<file path="src/rtl/atp_defs.vh">
// constants for the light threshold persistence and residual limit block
// How it works
// source select 00/11 picks modulator 0, 01 modulator 1, 10 modulator 2
// a sample below the low or above the high threshold is out of range
// count consecutive out-of-range samples; interrupt once count reaches persistence target
// a sample inside the threshold window clears the counter to zero
// code 0 interrupts every sample; code 1 on any single out-of-range sample
// codes 2,3 need 2,3 samples; codes 4..15 need 5,10,... up to 60
// full startup option shortens each sample's measurement by 9 modulator cycles
// residual count held at or above floor field value 0..3, reset 0
// residual count held at or below ceiling field plus one, reset code 3
// software must force residual calibration after moving floor or ceiling off defaults
// counter cleared on reset and on each measurement restart
`ifndef ATP_DEFS_VH
`define ATP_DEFS_VH

// ****************************************
// bus and register map
// ****************************************
`define ATP_ADDR_W          12
`define ATP_IDX_SRC_PERS    8'ha6
`define ATP_IDX_START_RES   8'ha7
`define ATP_IDX_IRQ_STAT    8'hb8
`define ATP_IDX_IRQ_EN      8'hb9
`define ATP_IDX_IRQ_CLR     8'hba
`define ATP_IDX_PCOUNT      8'hbb
`define ATP_RESP_OKAY       2'h0
`define ATP_RESP_SLVERR     2'h2

// ****************************************
// fields and reset values
// ****************************************
`define ATP_SRC_LSB         4
`define ATP_PERS_LSB        0
`define ATP_FULLST_BIT      5
`define ATP_RFLOOR_LSB      2
`define ATP_RCEIL_LSB       0
`define ATP_SRC_PERS_MASK   8'h3f
`define ATP_START_RES_MASK  8'h2f
`define ATP_SRC_PERS_RST    8'h00
`define ATP_START_RES_RST   8'h03
`define ATP_IRQ_THRESH_BIT  0
`define ATP_IRQ_CLAMP_BIT   1
`define ATP_IRQ_W           2

// ****************************************
// data widths and counts
// ****************************************
`define ATP_SMP_W           16
`define ATP_CNT_W           6
`define ATP_RES_W           3
`define ATP_CYC_W           16
`define ATP_PERS_STEP       6'h05
`define ATP_PERS_LINEAR     4'h3
`define ATP_STARTUP_SAVE    16'h0009
`define ATP_CNT_MAX         6'h3f

`endif

</file>
<file path="src/rtl/atp_cfg.v">
// light threshold source, persistence and residual limit block with axi4-lite slave
`include "atp_defs.vh"

module atp_cfg (
    input  wire                    clk,
    input  wire                    rst,
    input  wire                    ce,

    input  wire [`ATP_ADDR_W-1:0]  s_axi_awaddr,
    input  wire                    s_axi_awvalid,
    output wire                    s_axi_awready,
    input  wire [31:0]             s_axi_wdata,
    input  wire [3:0]              s_axi_wstrb,
    input  wire                    s_axi_wvalid,
    output wire                    s_axi_wready,
    output reg  [1:0]              s_axi_bresp,
    output reg                     s_axi_bvalid,
    input  wire                    s_axi_bready,
    input  wire [`ATP_ADDR_W-1:0]  s_axi_araddr,
    input  wire                    s_axi_arvalid,
    output wire                    s_axi_arready,
    output reg  [31:0]             s_axi_rdata,
    output reg  [1:0]              s_axi_rresp,
    output reg                     s_axi_rvalid,
    input  wire                    s_axi_rready,

    input  wire [`ATP_SMP_W-1:0]   mod0_data,
    input  wire [`ATP_SMP_W-1:0]   mod1_data,
    input  wire [`ATP_SMP_W-1:0]   mod2_data,
    input  wire                    sample_valid,
    input  wire                    meas_restart,
    input  wire [`ATP_SMP_W-1:0]   light_low_threshold,
    input  wire [`ATP_SMP_W-1:0]   light_high_threshold,
    input  wire [`ATP_RES_W-1:0]   residual_request,
    input  wire [`ATP_CYC_W-1:0]   sample_cycles_base,

    output reg  [`ATP_RES_W-1:0]   residual_bits_r,
    output reg  [`ATP_CYC_W-1:0]   sample_cycles_r,
    output wire                    full_startup_per_sample,
    output wire                    light_thresh_event,
    output wire                    irq
);

// ****************************************
// configuration registers
// ****************************************
reg  [7:0]            src_pers_r;
reg  [7:0]            start_res_r;
reg  [`ATP_IRQ_W-1:0] irq_stat_r;
reg  [`ATP_IRQ_W-1:0] irq_en_r;
reg  [`ATP_IRQ_W-1:0] irq_stat_nxt;
reg  [`ATP_IRQ_W-1:0] irq_clr;
reg  [`ATP_IRQ_W-1:0] irq_evt;

wire [1:0]            threshold_source_select;
wire [3:0]            light_persistence_count;
wire [1:0]            residual_floor;
wire [1:0]            residual_ceiling;

assign threshold_source_select = src_pers_r[`ATP_SRC_LSB+1:`ATP_SRC_LSB];
assign light_persistence_count = src_pers_r[`ATP_PERS_LSB+3:`ATP_PERS_LSB];
assign full_startup_per_sample = start_res_r[`ATP_FULLST_BIT];
assign residual_floor          = start_res_r[`ATP_RFLOOR_LSB+1:`ATP_RFLOOR_LSB];
assign residual_ceiling        = start_res_r[`ATP_RCEIL_LSB+1:`ATP_RCEIL_LSB];

// ****************************************
// axi4-lite write channel
// ****************************************
reg                    aw_hold_r;
reg                    w_hold_r;
reg  [`ATP_ADDR_W-1:0] aw_addr_r;
reg  [7:0]             w_data_r;
reg                    w_lane0_r;
wire                   wr_go;
wire                   wr_hit;
wire [7:0]             wr_idx;

// address and data may arrive in either order; each is parked until both are here
assign s_axi_awready = ce & ~aw_hold_r & ~s_axi_bvalid;
assign s_axi_wready  = ce & ~w_hold_r & ~s_axi_bvalid;
assign wr_go         = ce & aw_hold_r & w_hold_r & ~s_axi_bvalid;
assign wr_idx        = aw_addr_r[9:2];

assign wr_hit = (aw_addr_r[11:10] == 2'h0) && (aw_addr_r[1:0] == 2'h0) &&
                ((wr_idx == `ATP_IDX_SRC_PERS) || (wr_idx == `ATP_IDX_START_RES) ||
                 (wr_idx == `ATP_IDX_IRQ_EN)   || (wr_idx == `ATP_IDX_IRQ_CLR)   ||
                 (wr_idx == `ATP_IDX_IRQ_STAT) || (wr_idx == `ATP_IDX_PCOUNT));

always @(posedge clk) begin
    if (rst) begin
        aw_hold_r    <= 1'b0;
        w_hold_r     <= 1'b0;
        aw_addr_r    <= {`ATP_ADDR_W{1'b0}};
        w_data_r     <= 8'h00;
        w_lane0_r    <= 1'b0;
        s_axi_bvalid <= 1'b0;
        s_axi_bresp  <= `ATP_RESP_OKAY;
    end else if (ce) begin
        if (s_axi_awvalid && s_axi_awready) begin
            aw_hold_r <= 1'b1;
            aw_addr_r <= s_axi_awaddr;
        end
        if (s_axi_wvalid && s_axi_wready) begin
            w_hold_r  <= 1'b1;
            w_data_r  <= s_axi_wdata[7:0];
            w_lane0_r <= s_axi_wstrb[0];
        end
        if (wr_go) begin
            aw_hold_r    <= 1'b0;
            w_hold_r     <= 1'b0;
            s_axi_bvalid <= 1'b1;
            s_axi_bresp  <= wr_hit ? `ATP_RESP_OKAY : `ATP_RESP_SLVERR;
        end else if (s_axi_bvalid && s_axi_bready) begin
            s_axi_bvalid <= 1'b0;
        end
    end
end

// ****************************************
// register writes
// ****************************************
// only byte lane 0 carries data; upper lanes are ignored since every register fits in 8 bits
wire wr_lane;

// a misaligned or unmapped address answers slverr and must not land in any register
assign wr_lane = wr_go & w_lane0_r & wr_hit;

always @(posedge clk) begin
    if (rst) begin
        src_pers_r  <= `ATP_SRC_PERS_RST;
        start_res_r <= `ATP_START_RES_RST;
        irq_en_r    <= {`ATP_IRQ_W{1'b0}};
    end else if (ce && wr_lane) begin
        if (wr_idx == `ATP_IDX_SRC_PERS) begin
            src_pers_r <= w_data_r & `ATP_SRC_PERS_MASK;
        end
        // moving floor or ceiling off reset values leaves gains stale until recalibrated
        if (wr_idx == `ATP_IDX_START_RES) begin
            start_res_r <= w_data_r & `ATP_START_RES_MASK;
        end
        if (wr_idx == `ATP_IDX_IRQ_EN) begin
            irq_en_r <= w_data_r[`ATP_IRQ_W-1:0];
        end
    end
end

// ****************************************
// axi4-lite read channel
// ****************************************
wire [7:0]  rd_idx;
reg  [31:0] rd_mux;
reg         rd_hit;
wire [5:0]  pcount;

assign s_axi_arready = ce & ~s_axi_rvalid;
assign rd_idx        = s_axi_araddr[9:2];

always @* begin
    rd_mux = 32'h0000_0000;
    rd_hit = (s_axi_araddr[11:10] == 2'h0) && (s_axi_araddr[1:0] == 2'h0);
    case (rd_idx)
        `ATP_IDX_SRC_PERS:  rd_mux[7:0] = src_pers_r;
        `ATP_IDX_START_RES: rd_mux[7:0] = start_res_r;
        `ATP_IDX_IRQ_STAT:  rd_mux[`ATP_IRQ_W-1:0] = irq_stat_r;
        `ATP_IDX_IRQ_EN:    rd_mux[`ATP_IRQ_W-1:0] = irq_en_r;
        `ATP_IDX_IRQ_CLR:   rd_mux = 32'h0000_0000;
        `ATP_IDX_PCOUNT:    rd_mux[5:0] = pcount;
        default:            rd_hit = 1'b0;
    endcase
    if (!rd_hit) begin
        rd_mux = 32'h0000_0000;
    end
end

always @(posedge clk) begin
    if (rst) begin
        s_axi_rvalid <= 1'b0;
        s_axi_rdata  <= 32'h0000_0000;
        s_axi_rresp  <= `ATP_RESP_OKAY;
    end else if (ce) begin
        if (s_axi_arvalid && s_axi_arready) begin
            s_axi_rvalid <= 1'b1;
            s_axi_rdata  <= rd_mux;
            s_axi_rresp  <= rd_hit ? `ATP_RESP_OKAY : `ATP_RESP_SLVERR;
        end else if (s_axi_rvalid && s_axi_rready) begin
            s_axi_rvalid <= 1'b0;
        end
    end
end

// ****************************************
// threshold source and persistence
// ****************************************
wire [`ATP_SMP_W*3-1:0] mod_bus;
wire [2:0]              src_hot;
wire [`ATP_SMP_W*4-1:0] src_chain;
wire [`ATP_SMP_W-1:0]   src_smp;
wire                    pfire;

assign mod_bus    = {mod2_data, mod1_data, mod0_data};
// code 3 folds back onto channel 0 so every code picks exactly one source
assign src_hot[0] = (threshold_source_select == 2'h0) || (threshold_source_select == 2'h3);
assign src_hot[1] = (threshold_source_select == 2'h1);
assign src_hot[2] = (threshold_source_select == 2'h2);
assign src_chain[`ATP_SMP_W-1:0] = {`ATP_SMP_W{1'b0}};

genvar ch;
generate
    for (ch = 0; ch < 3; ch = ch + 1) begin : g_src
        assign src_chain[(ch+1)*`ATP_SMP_W +: `ATP_SMP_W] = src_chain[ch*`ATP_SMP_W +: `ATP_SMP_W] |
            (mod_bus[ch*`ATP_SMP_W +: `ATP_SMP_W] & {`ATP_SMP_W{src_hot[ch]}});
    end
endgenerate

assign src_smp = src_chain[3*`ATP_SMP_W +: `ATP_SMP_W];

atp_pfilt u_pfilt (
    .clk     (clk),
    .rst     (rst),
    .ce      (ce),
    .restart (meas_restart),
    .smp_vld (sample_valid),
    .smp     (src_smp),
    .lo_thr  (light_low_threshold),
    .hi_thr  (light_high_threshold),
    .pers    (light_persistence_count),
    .fire_r  (pfire),
    .cnt_r   (pcount)
);

assign light_thresh_event = pfire;

// ****************************************
// residual limits and startup timing
// ****************************************
reg  [`ATP_RES_W-1:0] res_floor_v;
reg  [`ATP_RES_W-1:0] res_ceil_v;
reg  [`ATP_RES_W-1:0] res_nxt;
reg  [`ATP_CYC_W-1:0] cyc_nxt;
reg                   clamp_evt_r;

always @* begin
    res_floor_v = {1'b0, residual_floor};
    res_ceil_v  = {1'b0, residual_ceiling} + 3'h1;
    res_nxt     = residual_request;
    if (res_nxt < res_floor_v) begin
        res_nxt = res_floor_v;
    end
    // with floor above ceiling the ceiling wins, keeping output within the hard maximum
    if (res_nxt > res_ceil_v) begin
        res_nxt = res_ceil_v;
    end
end

always @* begin
    cyc_nxt = sample_cycles_base;
    if (full_startup_per_sample) begin
        if (sample_cycles_base > `ATP_STARTUP_SAVE) begin
            cyc_nxt = sample_cycles_base - `ATP_STARTUP_SAVE;
        end else begin
            cyc_nxt = 16'h0001;
        end
    end
end

always @(posedge clk) begin
    if (rst) begin
        residual_bits_r <= {`ATP_RES_W{1'b0}};
        sample_cycles_r <= 16'h0001;
        clamp_evt_r     <= 1'b0;
    end else if (ce) begin
        residual_bits_r <= res_nxt;
        sample_cycles_r <= cyc_nxt;
        clamp_evt_r     <= (res_nxt != residual_request) && sample_valid;
    end
end

// ****************************************
// interrupt status
// ****************************************
always @* begin
    irq_evt = {`ATP_IRQ_W{1'b0}};
    irq_evt[`ATP_IRQ_THRESH_BIT] = pfire;
    irq_evt[`ATP_IRQ_CLAMP_BIT]  = clamp_evt_r;
    irq_clr = {`ATP_IRQ_W{1'b0}};
    if (wr_lane && wr_idx == `ATP_IDX_IRQ_CLR) begin
        irq_clr = w_data_r[`ATP_IRQ_W-1:0];
    end
    // a new event in the clearing cycle survives the clear
    irq_stat_nxt = (irq_stat_r & ~irq_clr) | irq_evt;
end

always @(posedge clk) begin
    if (rst) begin
        irq_stat_r <= {`ATP_IRQ_W{1'b0}};
    end else if (ce) begin
        irq_stat_r <= irq_stat_nxt;
    end
end

assign irq = |(irq_stat_r & irq_en_r);

endmodule

</file>
<file path="src/rtl/atp_pfilt.v">
// persistence filter: consecutive out-of-range counter and threshold fire
`include "atp_defs.vh"

module atp_pfilt (
    input  wire                    clk,
    input  wire                    rst,
    input  wire                    ce,
    input  wire                    restart,
    input  wire                    smp_vld,
    input  wire [`ATP_SMP_W-1:0]   smp,
    input  wire [`ATP_SMP_W-1:0]   lo_thr,
    input  wire [`ATP_SMP_W-1:0]   hi_thr,
    input  wire [3:0]              pers,
    output reg                     fire_r,
    output reg  [`ATP_CNT_W-1:0]   cnt_r
);

// ****************************************
// target and range check
// ****************************************
reg  [`ATP_CNT_W-1:0] target;
reg  [`ATP_CNT_W-1:0] cnt_nxt;
reg                   fire_nxt;
wire                  out_rng;

assign out_rng = (smp < lo_thr) || (smp > hi_thr);

always @* begin
    if (pers <= `ATP_PERS_LINEAR) begin
        target = {2'h0, pers};
    end else begin
        target = `ATP_PERS_STEP * {2'h0, pers - `ATP_PERS_LINEAR};
    end
end

always @* begin
    cnt_nxt  = cnt_r;
    fire_nxt = 1'b0;
    if (restart) begin
        cnt_nxt = {`ATP_CNT_W{1'b0}};
    end else if (smp_vld) begin
        if (!out_rng) begin
            cnt_nxt = {`ATP_CNT_W{1'b0}};
        end else if (cnt_r != `ATP_CNT_MAX) begin
            cnt_nxt = cnt_r + 6'h01;
        end
        // code 0 ignores the window for firing; the counter still follows it
        if (pers == 4'h0) begin
            fire_nxt = 1'b1;
        end else if (out_rng && cnt_nxt >= target) begin
            fire_nxt = 1'b1;
        end
    end
end

// ****************************************
// state
// ****************************************
always @(posedge clk) begin
    if (rst) begin
        cnt_r  <= {`ATP_CNT_W{1'b0}};
        fire_r <= 1'b0;
    end else if (ce) begin
        cnt_r  <= cnt_nxt;
        fire_r <= fire_nxt;
    end
end

endmodule

</file>
<file path="config.mk">
export PLATFORM = sky130hd
export DESIGN_NAME = atp_cfg
export DESIGN_NICKNAME = d
export VERILOG_FILES = /design/src/rtl/atp_cfg.v /design/src/rtl/atp_pfilt.v
export VERILOG_INCLUDE_DIRS = /design/src /design/src/rtl
export SDC_FILE = /design/constraint.sdc
export NUM_CORES = 1
export LEC_CHECK = 0
export BUFFER_PORTS_ARGS = -buffer_cell sky130_fd_sc_hd__buf_2
export CORE_ASPECT_RATIO = 0.9
export CORE_MARGIN = 4
export CORE_UTILIZATION = 49
export CTS_CLUSTER_SIZE = 14
export DETAILED_ROUTE_END_ITERATION = 6
export MAX_ROUTING_LAYER = met4
export PLACE_DENSITY = 0.82
export SYNTH_ARGS = -nofsm -noshare
export SYNTH_HDL_FRONTEND = slang
export SYNTH_HIERARCHICAL = 1
export SYNTH_SLANG_ARGS = --single-unit
export TNS_END_PERCENT = 50
</file>
<file path="constraint.sdc">
create_clock -name clk -period 5.3 [get_ports clk]
set_input_delay 0 -clock clk [delete_from_list [all_inputs] [get_ports clk]]
set_output_delay 0 -clock clk [all_outputs]
set_load 0.02 [all_outputs]
</file>
==> impl_results.md <==
* Outcome: finished clean
* #FFs+latches synth at 73
* Inst Count DP at 976
* Critical Path Sink Type: flop
* Post-synth cell types at 74
* Top_reg_cell synth: dfxtp_1
* Die area at 0.01295 sq mm
* Vias in the first global route at 5284
* CTS sink cnt at 73
* Hpwl dp at 11.06 mm
* First-pass GRT wire length at 23.96 mm
* Most common cell on crit path: ha_1
* Clock Tree Root: clkbuf_16
* Crit Path Class: reg -> reg
* Input/output buffers at 174
* Starting Density at 50.29%
* Max VDD drop at 0.0002006 V
* Post-CTS Repair Setup Buffers at 0
* Final max-slew violation count at 0
* WP data required at 5520 ps
* P&R area growth vs syn at 26.18%
* Antenna viol nets, final at 0
* Worst Setup Start Kind: flop
* Max Fanout on Critical Path at 16
* Largest net degree at the start of global routing at 71
* # IOs at 232
* Slowest stage delay, CP at 630 ps
* Residual DRC count at 0
* Post-Route WL at 14.72 mm
* H-tree levels at 3
* Slew @ Worst Pin at 903.2 ps
* Vias at 5472
* Row Count at 36
* Minimum clock period at 4416 ps
* Drt pass-1 iters at 7
* Die width at 119.5 um
* Post-synth EDFFs at 0
* Hold crit path type: in -> reg
* Setup_tns at 0 ps
* Total GRT Usage at 23.13%
* Crit path DAT at 4630 ps
* PD cells at 215.1 mW/mm^2
* Synthesis warning total at 6
* Fin. Hold Viols at 0
* Delay-heaviest family, CP: compound AO/OA/AOI/OAI gates
* WL/cell at 14.43 um
* Gpl congestion at 0.9036
* Initial antenna violation count at 2
* Mapped Cells at 672
* Ys async rst share at 0%
* Slew HR at 39.78%
* Nets at 1083
* Number of CTS-inserted buffers at 9
* Worst hold margin at 10.10 ps
* Final Cycle Share at 83.31%
* Via density at 5.365
* Static leakage at 3.312 nW
* Total grt overflow at 0
* CP Cell Sequence: inv_1 > ha_1 > a222oi_1 > inv_1 > ha_1 > nand4_2 > or4_4 > a21oi_4 > nand2b_1 > ha_1 > nand2b_1 > a21o_1 > a211o_1 > o2111ai_1 > a41o_1 > a31oi_1
* Buf/Inv on CP at 2
* Worst Skew at 8.252 ps
* Non-Filler Instances at 1020
* Sequential share of the synthesized area at 26.66%
* FMAX at 0.2265 GHz
* Clk slew on worst S/H paths at 60 ps
* RSZ-0062 raised after global routing: false
* Max Cap Viol at 0
* Die Span Y at 108.3 um
* Mapped Avg Cell Area at 8.157 sq um
* Core region area at 0.01090 sq mm
* Clk_lat worst skew at 340 ps
* CTS max path bufs at 2
* # setup viols final at 0
* Post-Syn Area at 0.005482 sq mm
* CTS tree: built
* Layout cell share with drive strength beyond 1 at 25.75%
* CP max stage cell: or4_4
* Drt initial violations at 382
## cell families after synthesis
| logic type | synth area share, % |
|---|---|
| AOI/OAI and AO/OA | 22.16 |
| other | 0.06841 |
| muxes | 5.592 |
| xor gates and xnor gates | 2.716 |
| DFF | 26.66 |
| adders and majority gates | 12.23 |
| and+or+nand+nor | 19.97 |
| buffers and inverters | 10.59 |
## cells in the mapped netlist, types with 7 or more instances
cell / number / area, sq um
nor2b_1: 8 / 50.05
a22oi_1: 13 / 97.59
nand3_1: 8 / 40.04
ha_1: 52 / 650.6
o21a_1: 7 / 52.55
xnor2_1: 12 / 105.1
a222oi_1: 16 / 160.2
clkbuf_1: 16 / 60.06
nor2_1: 57 / 214.0
nor3_1: 10 / 50.05
nand2_1: 63 / 236.5
a21oi_1: 48 / 240.2
dfxtp_1: 73 / 1461
buf_4: 28 / 210.2
nand2b_1: 10 / 62.56
inv_1: 75 / 281.5
mux2i_1: 25 / 250.2
and3_1: 7 / 43.79
o21ai_0: 13 / 65.06
## what timing repair did
action	4_1_cts	5_1_grt
endpoints found under the setup margin	0	0
resized for setup	0	0
hold endpoints to repair	26	0
hold buffers	26	0
## state kept, by name, indices dropped and copies added, names as in the netlist
register and flops:
w_hold_r 1, u_pfilt/cnt_r 6, irq_stat_r 2, w_lane0_r 1, clamp_evt_r 1, s_axi_rvalid 1, residual_bits_r 3, start_res_r 5
s_axi_bresp 1, irq_en_r 2, s_axi_rdata 6, s_axi_bvalid 1, aw_hold_r 1, src_pers_r 6, w_data_r 6, s_axi_rresp 1
u_pfilt/fire_r 1, sample_cycles_r 16, aw_addr_r 12
## layout make-up
class	instances	area, sq um
Antenna cell	2	5.005
Clock buffer	12	246.5
Clock inverter	4	52.55
Fill cell	946	3984
Inverter	75	281.5
Multi-Input combinational cell	501	3541
Sequential cell	73	1461
Tap cell	152	190.2
Timing Repair Buffer	201	1139
## report_power, final
group	total (mW)	switching [mW]	internal (mW)
clock	0.608	0.230	0.377
sequential	0.583	0.0141	0.569
combinational	0.296	0.167	0.129
total	1.49	0.412	1.08
## worst paths after layout
path	start	endpoint	slack (ps)	depth (start not counted)
worst max register to register	src_pers_r[4]	u_pfilt/fire_r	880	16
worst max-delay path	src_pers_r[4]	u_pfilt/fire_r	880	16
worst min register to register	s_axi_rdata[0]	s_axi_rdata[0]	450	2
worst min-delay path	sample_cycles_base[0]	sample_cycles_r[0]	10	3
## layer usage
metal | share of wire (%) | wire length (um) | track usage, %
met1 | 42 | 6213 | 27.28
met3 | 7.6 | 1118 | 5.230
met4 | 1.9 | 274 | 7.522
met2 | 48 | 7116 | 39.44
met5 | 0 | 0 | -
## cells in the final DEF (no fill, tap or decap), types with 12 or more instances in the layout
cell type      instances
buf_2                174
inv_1                 75
dfxtp_1               73
nand2_1               63
nor2_1                57
ha_1                  52
a21oi_1               48
conb_1                28
dlygate4sd3_1         26
mux2i_1               25
a222oi_1              16
o21ai_0               13
a22oi_1               13
xnor2_1               12
## through the flow
stage               setup slack (ps)  total power [mW]  utilization [%]  area [sq um]
floorplan                       1399            0.7860                -          5583
global placement               992.0            0.8660            58.28          6352
detailed placement             909.8            0.8728            58.28          6352
CTS                            902.3             1.496            63.41          6912
global route                   606.9             1.555            63.45          6917
finish                         884.4             1.487            63.45          6917
## worst min-delay path: stages
cell and delay (ps):
buf_2 140, nor2_1 100, o31ai_1 60
Power figures use the tool's default switching activity.
